File: config.mk
export PLATFORM = sky130hd
export DESIGN_NAME = csfb_status_bank
export DESIGN_NICKNAME = d
export VERILOG_FILES = /design/src/logic/csfb_pkg.sv /design/src/logic/csfb_status_bank.sv /design/src/logic/csfb_prod_shift.sv
export VERILOG_INCLUDE_DIRS = /design/src /design/src/logic
export SDC_FILE = /design/constraint.sdc
export NUM_CORES = 1
export LEC_CHECK = 0
export BUFFER_PORTS_ARGS = -buffer_cell sky130_fd_sc_hd__buf_2
export CORE_ASPECT_RATIO = 0.8
export CORE_MARGIN = 2
export CORE_UTILIZATION = 25
export DETAILED_ROUTE_END_ITERATION = 10
export GPL_TIMING_DRIVEN = 0
export HOLD_SLACK_MARGIN = 0.08
export PLACE_DENSITY = 0.49
export SLEW_MARGIN = 30
export SYNTH_ARGS = -nofsm -noshare
export SYNTH_HDL_FRONTEND = slang
export SYNTH_SLANG_ARGS = --single-unit
export TNS_END_PERCENT = 1
File: constraint.sdc
create_clock -name core_clk -period 2 [get_ports core_clk]
set_input_delay 0 -clock core_clk [delete_from_list [all_inputs] [get_ports core_clk]]
set_output_delay 0 -clock core_clk [all_outputs]
set_load 0.05 [all_outputs]
File: src/logic/csfb_consts.svh
// Functional notes
// - load_status_op writes either status word; store_status_op copies either word out.
// - A whole-word load of status word zero never changes global_irq_mask.
// - Reserved bits read as one; bit_set_op and bit_clear_op reach every bit.
// - A new aux_ptr first copies the old one into aux_ptr_backup, except load_status_op.
// - Loading aux_ptr_backup by the word one load also loads aux_ptr.
// - aux_ptr picks the indirect register; indirect, load, modify and status loads change it.
// - Carry: one on add carry, zero on subtract borrow, else clear after add, set after sub.
// - With sixteen-place shift, add may only set carry and subtract only clear it.
// - Shifts, bit ops and word one load update carry; reset sets it; it is a condition.
// - Nine-bit page pointer joins seven instruction bits into a direct address.
// - global_irq_mask one blocks maskable interrupts only, never reset or nonmaskable.
// - Reset, acknowledge, bit set and trap set the mask; only bit clear clears it.
// - Overflow latch sets on any overflow; reset, overflow branch or status load clears.
// - saturate_enable chooses wrap or clamp; bit ops and status loads modify it.
// - Product shift codes: none, left one, left four, right six sign-extended.
// - Product shift acts on the path only; shift op and word one load set it.
// - sign_extend_enable steers extension; the no-extend add always suppresses it.
// - sign_extend_enable: bit set, bit clear, word one load, reset to one.
// - Branches may test test_flag; the word one load can write it.
// - ext_flag_pin drives the output pin; bit ops set or clear it; reset sets it.
`ifndef CSFB_CONSTS_SVH
`define CSFB_CONSTS_SVH

`define CSFB_WORD_W 16
`define CSFB_ARP_POS 13
`define CSFB_OV_POS 12
`define CSFB_OVM_POS 11
`define CSFB_GLOBAL_IRQ_MASK_POS 9
`define CSFB_DP_POS 0
`define CSFB_ARB_POS 13
`define CSFB_CNF_POS 12
`define CSFB_TC_POS 11
`define CSFB_SXM_POS 10
`define CSFB_C_POS 9
`define CSFB_XF_POS 4
`define CSFB_PM_POS 0
`define CSFB_W0_RSVD 16'h0400
`define CSFB_W1_RSVD 16'h01EC
`define CSFB_W0_RESET 16'h0600
`define CSFB_W1_RESET 16'h07FC
`define CSFB_PM_NONE 2'h0
`define CSFB_PM_LEFT1 2'h1
`define CSFB_PM_LEFT4 2'h2
`define CSFB_PM_RIGHT6 2'h3

`endif

File: src/logic/csfb_pkg.sv
package csfb_pkg;

    // Commands that the instruction decoder issues, at most one a cycle.
    typedef enum logic [3:0] {
        CSFB_NOP,
        CSFB_LOAD_W0,
        CSFB_LOAD_W1,
        CSFB_STORE_W0,
        CSFB_STORE_W1,
        CSFB_BIT_SET,
        CSFB_BIT_CLEAR,
        CSFB_LOAD_AUX_PTR,
        CSFB_MODIFY_AUX,
        CSFB_INDIRECT_AUX,
        CSFB_LOAD_PAGE,
        CSFB_SET_SHIFT,
        CSFB_IRQ_ACK
    } csfb_op_e;

    typedef struct packed {
        csfb_op_e code;
        logic [15:0] data;
        logic bit_word;
        logic [3:0] bit_pos;
    } csfb_op_s;

    typedef struct packed {
        logic valid;
        logic is_sub;
        logic shift16;
        logic carry_borrow;
    } csfb_arith_s;

    typedef struct packed {
        logic valid;
        logic result;
    } csfb_test_s;

    typedef struct packed {
        logic [2:0] aux_ptr;
        logic [2:0] aux_ptr_backup;
        logic ovf;
        logic sat;
        logic global_irq_mask;
        logic [8:0] dp;
        logic ram_map_select;
        logic tc;
        logic sign_extend_enable;
        logic carry;
        logic xf;
        logic [1:0] pm;
    } csfb_fields_s;

endpackage

File: src/logic/csfb_status_bank.sv
`timescale 1ns/100ps
`include "csfb_consts.svh"

module csfb_status_bank (
    input wire logic core_clk,
    input wire logic srst,
    input csfb_pkg::csfb_op_s op,
    input csfb_pkg::csfb_arith_s arith,
    input csfb_pkg::csfb_test_s test_res,
    input wire logic overflow,
    input wire logic ovf_branch,
    input wire logic shift_carry_valid,
    input wire logic shift_carry,
    input wire logic trap_taken,
    input wire logic no_extend_add,
    input wire logic [6:0] dir_offset,
    input wire logic [31:0] product_reg,
    output logic [15:0] status_word_zero,
    output logic [15:0] status_word_one,
    output logic store_valid,
    output logic [15:0] store_data,
    output csfb_pkg::csfb_fields_s fields,
    output logic [15:0] direct_addr,
    output logic maskable_irq_enable,
    output logic ram_in_program_space,
    output logic sign_extend_active,
    output logic ext_flag_pin,
    output logic [31:0] product_scaled
);
    import csfb_pkg::*;

    // ************************************************************
    // Word packing helpers
    // ************************************************************

    // Builds the readable form of word zero with reserved bits at one.
    function automatic logic [15:0] pack_w0(input csfb_fields_s f);
        logic [15:0] w;
        w = `CSFB_W0_RSVD;
        w[`CSFB_ARP_POS +: 3] = f.aux_ptr;
        w[`CSFB_OV_POS] = f.ovf;
        w[`CSFB_OVM_POS] = f.sat;
        w[`CSFB_GLOBAL_IRQ_MASK_POS] = f.global_irq_mask;
        w[`CSFB_DP_POS +: 9] = f.dp;
        return w;
    endfunction

    // Builds the readable form of word one with reserved bits at one.
    function automatic logic [15:0] pack_w1(input csfb_fields_s f);
        logic [15:0] w;
        w = `CSFB_W1_RSVD;
        w[`CSFB_ARB_POS +: 3] = f.aux_ptr_backup;
        w[`CSFB_CNF_POS] = f.ram_map_select;
        w[`CSFB_TC_POS] = f.tc;
        w[`CSFB_SXM_POS] = f.sign_extend_enable;
        w[`CSFB_C_POS] = f.carry;
        w[`CSFB_XF_POS] = f.xf;
        w[`CSFB_PM_POS +: 2] = f.pm;
        return w;
    endfunction

    // ************************************************************
    // Current state and word images
    // ************************************************************

    csfb_fields_s cur;
    csfb_fields_s nxt;
    logic [15:0] w0_cur;
    logic [15:0] w1_cur;
    logic [15:0] w0_bit;
    logic [15:0] w1_bit;
    logic [15:0] w1_rst;
    logic [15:0] bit_mask;
    logic is_bit_op;
    logic bit_w0;
    logic bit_w1;
    logic aux_direct;
    logic arp_by_bit;
    logic [31:0] product_shifted;

    // Decodes the command into word-level edits for bit set and clear.
    assign w0_cur = pack_w0(cur);
    assign w1_cur = pack_w1(cur);
    assign w1_rst = `CSFB_W1_RESET;
    assign bit_mask = 16'h0001 << op.bit_pos;
    assign is_bit_op = (op.code == CSFB_BIT_SET) || (op.code == CSFB_BIT_CLEAR);
    assign bit_w0 = is_bit_op && !op.bit_word;
    assign bit_w1 = is_bit_op && op.bit_word;
    assign w0_bit = (op.code == CSFB_BIT_SET) ? (w0_cur | bit_mask) : (w0_cur & ~bit_mask);
    assign w1_bit = (op.code == CSFB_BIT_SET) ? (w1_cur | bit_mask) : (w1_cur & ~bit_mask);
    assign arp_by_bit = bit_w0 && (op.bit_pos >= 4'hD);
    assign aux_direct = (op.code == CSFB_LOAD_AUX_PTR) || (op.code == CSFB_MODIFY_AUX) ||
                        (op.code == CSFB_INDIRECT_AUX);

    // ************************************************************
    // Auxiliary pointer and backup
    // ************************************************************

    logic [2:0] aux_ptr_reg;
    logic [2:0] arb_reg;

    // Pointer loads from word zero, word one, bit edits or pointer instructions.
    always_ff @(posedge core_clk) begin
        if (srst) begin
            aux_ptr_reg <= 3'h0;
        end else if (op.code == CSFB_LOAD_W0) begin
            aux_ptr_reg <= op.data[`CSFB_ARP_POS +: 3];
        end else if (op.code == CSFB_LOAD_W1) begin
            aux_ptr_reg <= op.data[`CSFB_ARB_POS +: 3];
        end else if (aux_direct) begin
            aux_ptr_reg <= op.data[2:0];
        end else if (bit_w0) begin
            aux_ptr_reg <= w0_bit[`CSFB_ARP_POS +: 3];
        end
    end

    // Backup keeps the old pointer whenever the pointer moves outside a status load.
    always_ff @(posedge core_clk) begin
        if (srst) begin
            arb_reg <= 3'h0;
        end else if (op.code == CSFB_LOAD_W1) begin
            arb_reg <= op.data[`CSFB_ARB_POS +: 3];
        end else if (aux_direct || arp_by_bit) begin
            arb_reg <= aux_ptr_reg;
        end else if (bit_w1) begin
            arb_reg <= w1_bit[`CSFB_ARB_POS +: 3];
        end
    end

    // ************************************************************
    // Word zero fields
    // ************************************************************

    logic ovf_reg;
    logic sat_reg;
    logic global_irq_mask_reg;
    logic [8:0] dp_reg;

    // Overflow latch; a new overflow wins over every clear except reset in the same cycle.
    always_ff @(posedge core_clk) begin
        if (srst) begin
            ovf_reg <= 1'b0;
        end else if (overflow) begin
            ovf_reg <= 1'b1;
        end else if (op.code == CSFB_LOAD_W0) begin
            ovf_reg <= op.data[`CSFB_OV_POS];
        end else if (bit_w0) begin
            ovf_reg <= w0_bit[`CSFB_OV_POS];
        end else if (ovf_branch) begin
            ovf_reg <= 1'b0;
        end
    end

    // Saturation mode from status loads and bit edits.
    always_ff @(posedge core_clk) begin
        if (srst) begin
            sat_reg <= 1'b0;
        end else if (op.code == CSFB_LOAD_W0) begin
            sat_reg <= op.data[`CSFB_OVM_POS];
        end else if (bit_w0) begin
            sat_reg <= w0_bit[`CSFB_OVM_POS];
        end
    end

    // Interrupt mask; every set source wins over the bit clear, status load leaves it.
    always_ff @(posedge core_clk) begin
        if (srst) begin
            global_irq_mask_reg <= 1'b1;
        end else if (trap_taken || op.code == CSFB_IRQ_ACK) begin
            global_irq_mask_reg <= 1'b1;
        end else if (bit_w0) begin
            global_irq_mask_reg <= w0_bit[`CSFB_GLOBAL_IRQ_MASK_POS];
        end
    end

    // Data page pointer from page loads, status loads and bit edits.
    always_ff @(posedge core_clk) begin
        if (srst) begin
            dp_reg <= 9'h000;
        end else if (op.code == CSFB_LOAD_W0) begin
            dp_reg <= op.data[`CSFB_DP_POS +: 9];
        end else if (op.code == CSFB_LOAD_PAGE) begin
            dp_reg <= op.data[8:0];
        end else if (bit_w0) begin
            dp_reg <= w0_bit[`CSFB_DP_POS +: 9];
        end
    end

    // ************************************************************
    // Word one fields
    // ************************************************************

    logic cnf_reg;
    logic tc_reg;
    logic sxm_reg;
    logic carry_reg;
    logic xf_reg;
    logic [1:0] pm_reg;

    // Gathers the field registers into one struct for packing.
    always_comb begin
        cur.aux_ptr = aux_ptr_reg;
        cur.aux_ptr_backup = arb_reg;
        cur.ovf = ovf_reg;
        cur.sat = sat_reg;
        cur.global_irq_mask = global_irq_mask_reg;
        cur.dp = dp_reg;
        cur.ram_map_select = cnf_reg;
        cur.tc = tc_reg;
        cur.sign_extend_enable = sxm_reg;
        cur.carry = carry_reg;
        cur.xf = xf_reg;
        cur.pm = pm_reg;
    end

    // RAM map select from word one load or bit edits.
    always_ff @(posedge core_clk) begin
        if (srst) begin
            cnf_reg <= w1_rst[`CSFB_CNF_POS];
        end else if (op.code == CSFB_LOAD_W1) begin
            cnf_reg <= op.data[`CSFB_CNF_POS];
        end else if (bit_w1) begin
            cnf_reg <= w1_bit[`CSFB_CNF_POS];
        end
    end

    // Test flag takes the result of the latest test instruction.
    always_ff @(posedge core_clk) begin
        if (srst) begin
            tc_reg <= w1_rst[`CSFB_TC_POS];
        end else if (op.code == CSFB_LOAD_W1) begin
            tc_reg <= op.data[`CSFB_TC_POS];
        end else if (bit_w1) begin
            tc_reg <= w1_bit[`CSFB_TC_POS];
        end else if (test_res.valid) begin
            tc_reg <= test_res.result;
        end
    end

    // Sign extension mode from word one load or bit edits.
    always_ff @(posedge core_clk) begin
        if (srst) begin
            sxm_reg <= w1_rst[`CSFB_SXM_POS];
        end else if (op.code == CSFB_LOAD_W1) begin
            sxm_reg <= op.data[`CSFB_SXM_POS];
        end else if (bit_w1) begin
            sxm_reg <= w1_bit[`CSFB_SXM_POS];
        end
    end

    // Carry from commands first, then shifts, then add and subtract results.
    always_ff @(posedge core_clk) begin
        if (srst) begin
            carry_reg <= w1_rst[`CSFB_C_POS];
        end else if (op.code == CSFB_LOAD_W1) begin
            carry_reg <= op.data[`CSFB_C_POS];
        end else if (bit_w1) begin
            carry_reg <= w1_bit[`CSFB_C_POS];
        end else if (shift_carry_valid) begin
            carry_reg <= shift_carry;
        end else if (arith.valid && arith.shift16) begin
            if (arith.is_sub) begin
                carry_reg <= carry_reg & ~arith.carry_borrow;
            end else begin
                carry_reg <= carry_reg | arith.carry_borrow;
            end
        end else if (arith.valid) begin
            carry_reg <= arith.is_sub ? ~arith.carry_borrow : arith.carry_borrow;
        end
    end

    // External flag follows bit edits only.
    always_ff @(posedge core_clk) begin
        if (srst) begin
            xf_reg <= w1_rst[`CSFB_XF_POS];
        end else if (bit_w1) begin
            xf_reg <= w1_bit[`CSFB_XF_POS];
        end
    end

    // Product shift select from the shift command or word one load.
    always_ff @(posedge core_clk) begin
        if (srst) begin
            pm_reg <= `CSFB_PM_NONE;
        end else if (op.code == CSFB_LOAD_W1) begin
            pm_reg <= op.data[`CSFB_PM_POS +: 2];
        end else if (op.code == CSFB_SET_SHIFT) begin
            pm_reg <= op.data[1:0];
        end else if (bit_w1) begin
            pm_reg <= w1_bit[`CSFB_PM_POS +: 2];
        end
    end

    // ************************************************************
    // Outputs
    // ************************************************************

    logic [2:0] aux_ptr_d;
    logic [2:0] arb_d;
    logic [8:0] dp_d;
    assign aux_ptr_d = aux_ptr_reg;
    assign arb_d = arb_reg;
    assign dp_d = dp_reg;

    // Current-state view, so every output flop lags the field flops by one cycle.
    always_comb begin
        nxt = cur;
        nxt.aux_ptr = aux_ptr_d;
        nxt.aux_ptr_backup = arb_d;
        nxt.dp = dp_d;
    end

    csfb_prod_shift u_prod_shift (
        .product_in(product_reg),
        .shift_sel(pm_reg),
        .product_out(product_shifted)
    );

    // Registered images of the status words and derived controls.
    always_ff @(posedge core_clk) begin
        if (srst) begin
            status_word_zero <= `CSFB_W0_RESET;
            status_word_one <= `CSFB_W1_RESET;
            fields <= '0;
            direct_addr <= 16'h0000;
            maskable_irq_enable <= 1'b0;
            ram_in_program_space <= 1'b0;
            sign_extend_active <= 1'b0;
            ext_flag_pin <= 1'b1;
            product_scaled <= 32'h0000_0000;
        end else begin
            status_word_zero <= pack_w0(nxt);
            status_word_one <= pack_w1(nxt);
            fields <= nxt;
            direct_addr <= {dp_reg, dir_offset};
            maskable_irq_enable <= ~global_irq_mask_reg;
            ram_in_program_space <= cnf_reg;
            sign_extend_active <= sxm_reg & ~no_extend_add;
            ext_flag_pin <= xf_reg;
            product_scaled <= product_shifted;
        end
    end

    // Store port hands the current word to data memory.
    always_ff @(posedge core_clk) begin
        if (srst) begin
            store_valid <= 1'b0;
            store_data <= 16'h0000;
        end else begin
            store_valid <= (op.code == CSFB_STORE_W0) || (op.code == CSFB_STORE_W1);
            store_data <= (op.code == CSFB_STORE_W1) ? w1_cur : w0_cur;
        end
    end
endmodule

File: src/logic/csfb_prod_shift.sv
`timescale 1ns/100ps
`include "csfb_consts.svh"

module csfb_prod_shift (
    input wire logic [31:0] product_in,
    input wire logic [1:0] shift_sel,
    output logic [31:0] product_out
);

    // Reshapes the product on its way to the ALU; the stored product is untouched.
    always_comb begin
        case (shift_sel)
            `CSFB_PM_NONE: product_out = product_in;
            `CSFB_PM_LEFT1: product_out = {product_in[30:0], 1'b0};
            `CSFB_PM_LEFT4: product_out = {product_in[27:0], 4'h0};
            `CSFB_PM_RIGHT6: product_out = {{6{product_in[31]}}, product_in[31:6]};
            default: product_out = product_in;
        endcase
    end

endmodule

==> impl_metrics.toml <==
[outcome]
outcome = "finished, final reports clean"

[detailed_routing]
drt_iter0_drc = 281
wirelength_mm = 17.49
drc = 0
vias = 4711
ant_nets = 0
dr.pass1.iters = 4
wl_per_cell_um = 16.88
vias_per_cell = 4.547

[timing]
min_period_ns = 1.752
fmax_mhz = 570.7
slew_violations = 0
hold_viol_final = 0
skew_ns = 0.01426
tightest_slew_ns = 0.8162
finalCritPeriodShare_pct = 87.61
setup_tns_ns = 0
hold_slack_ns = 0.09931
setup_violations = 0
rsz0062_at_grt = "false"
max_slew_margin_pct = 45.59

[critical_path]
ff2ff_path_depth = 4
end_kind = "register"
critPathArrivalTime_ns = 1.98
path_cells = "buf_1, buf_2, mux4_2, nor2b_1"
path_delay_family = "buffers and inverters"
cp.required_ns = 2.23
cp_max_fo = 10
cp.depth = 4
cpPeakStageDelay_ns = 0.41
path_class = "register to register"
startpoint_type = "register"
slowest_stage = "buf_1"
cp_num_buf_inv = 2

[logic_synthesis]
syn-cell-area_sq_um = 5306
async_flop_share_pct = 0
synth.distinct_cells = 70
ys.flop_type = "dfxtp_1"
ys_seq_elements = 112
synth_edf_count = 0
synth_seq_area_share_pct = 42.25
ys.warnings.count = 0
synthCells = 510
postSynthAreaPerCell_sq_um = 10.40

[floorplanning]
coreArea_sq_um = 20760
rows = 47
start_util_pct = 25.56
dieArea_sq_um = 22410
ios = 204
chipWidth_um = 166.9
die_height_um = 134.3

[grt]
antenna_found_initial = 0
grt_pass1_vias = 4594
grt_max_degree = 22
grt.overflow.total = 0
grtUsageTotal_pct = 15.47
grt_pass1_wl_mm = 26.82

[clock_tree]
numCtsBuffers = 9
cts_tree = "done"
h-tree-depth = 3
clk_path_buf_depth = 2
cts_hold_buf = 41
cts_root_buf = "clkbuf_16"
cts_setup_buffers = 0
clk-insertion-delay-late_ns = 0.36
clkTransAtPathRegs_ns = 0.08
clock_sink_count = 112
cts_resized = 0

[layout]
finalInstanceArea_sq_um = 7372
synthToLayoutAreaGrowth_pct = 38.93
final_nets = 840
layout_commonest_cell = "buf_2"
antennaDiodeCount = 0
mostFrequentLayoutCells = "buf_2, dfxtp_1, nor2b_1"
fillers = 2162
drive_gt1_share_pct = 42.24

[placement]
place_congestion = 0.8237
dpl.hpwl_mm = 13.39
io_buffer_count = 194
placed_area_sq_um = 6636

[pwr]
p_leak_nw = 3.296
max-vdd-ir-drop_uv = 520.7
powerDensity_nw_per_um2 = 772.6

[hold_path]
hold_depth = 4
hold_class = "input pin to register"

[job]
drv_cap = 0
==> through the flow <==
| stage | setup slack (ns) | utilization (%) | instances | total power [mW] |
|---|---|---|---|---|
| after floorplan | 0.5309 | - | 516 | 3.362 |
| after global placement | 0.06610 | 31.97 | 979 | 3.730 |
| after detailed placement | 0.05671 | 31.97 | 979 | 3.728 |
| after CTS | 0.2192 | 35.51 | 1036 | 5.769 |
| after global routing | 0.08816 | 35.51 | 1036 | 5.943 |
| final | 0.2478 | 35.51 | 1036 | 5.696 |
==> synthesized netlist by cell type (all sizes together) (4+ instances only) <==
library cell | count | area share, %
nand3 | 13 | 1.4
mux4 | 27 | 11
mux2 | 10 | 2.2
and4b | 4 | 0.75
a21oi | 9 | 0.85
a311oi | 5 | 0.83
inv | 13 | 0.92
a31oi | 10 | 1.2
nand2b | 7 | 0.83
dfxtp | 112 | 42
a21boi | 4 | 0.57
nand3b | 4 | 0.57
nand2 | 20 | 1.5
or2 | 5 | 0.59
nor3 | 5 | 0.57
a211oi | 10 | 1.4
nand4 | 9 | 1.1
clkbuf | 16 | 1.1
mux2i | 10 | 1.9
buf | 60 | 8.0
nor2 | 31 | 2.2
o21ai | 9 | 0.85
a2111oi | 4 | 0.68
nor2b | 55 | 6.5
==> metal layers <==
| metal | GRT usage, % | up-vias | share of wire [%] |
|---|---|---|---|
| li1 | - | 2301 | - |
| met1 | 22.01 | 2217 | 48 |
| met2 | 23.85 | 178 | 45 |
| met3 | 3.010 | 15 | 5.5 |
| met4 | 4.406 | 0 | 1.5 |
| met5 | 0 | - | 0 |
==> final timing paths <==
kind	start	end	slack [ns]
setup / recovery	register	product_scaled[13]	0.25
hold / removal	op[24]	register	0.1
setup reg to reg	register	product_scaled[13]	0.25
hold reg to reg	register	status_word_one[14]	0.46
==> layout make-up <==
| class | count | area (sq um) | share of cell area [%] |
|---|---|---|---|
| buffer | 76 | 486.7 | 6.602 |
| clock buffer | 9 | 225.2 | 3.055 |
| clock inverter | 7 | 100.1 | 1.358 |
| inverter | 13 | 48.80 | 0.6619 |
| multi-input combinational | 315 | 2551 | 34.61 |
| sequential | 112 | 2242 | 30.41 |
| tap | 269 | 336.6 | 4.566 |
| timing repair buffer | 235 | 1381 | 18.74 |
==> report_power, final <==
group | internal [mW] | total, mW | switching, mW
Combinational | 0.470 | 1.34 | 0.869
Sequential | 2.36 | 2.40 | 0.0468
Clock | 1.02 | 1.96 | 0.938
Total | 3.84 | 5.70 | 1.85
==> cell families after synthesis <==
kind of cell / synth area share [%]
AO/OA/AOI/OAI: 11.39
XOR/XNOR: 0.6368
buffers and inverters: 10.09
flip-flops: 42.25
multiplexers: 15.54
other: 0.07067
AND/OR/NAND/NOR: 20.02
==> worst reg2reg max path: stages, from the launching register on <==
cell and delay (ns):
dfxtp_1 0.40, buf_1 0.41, buf_2 0.34, mux4_2 0.34, nor2b_1 0.14
(Power assumes the default switching activity.)
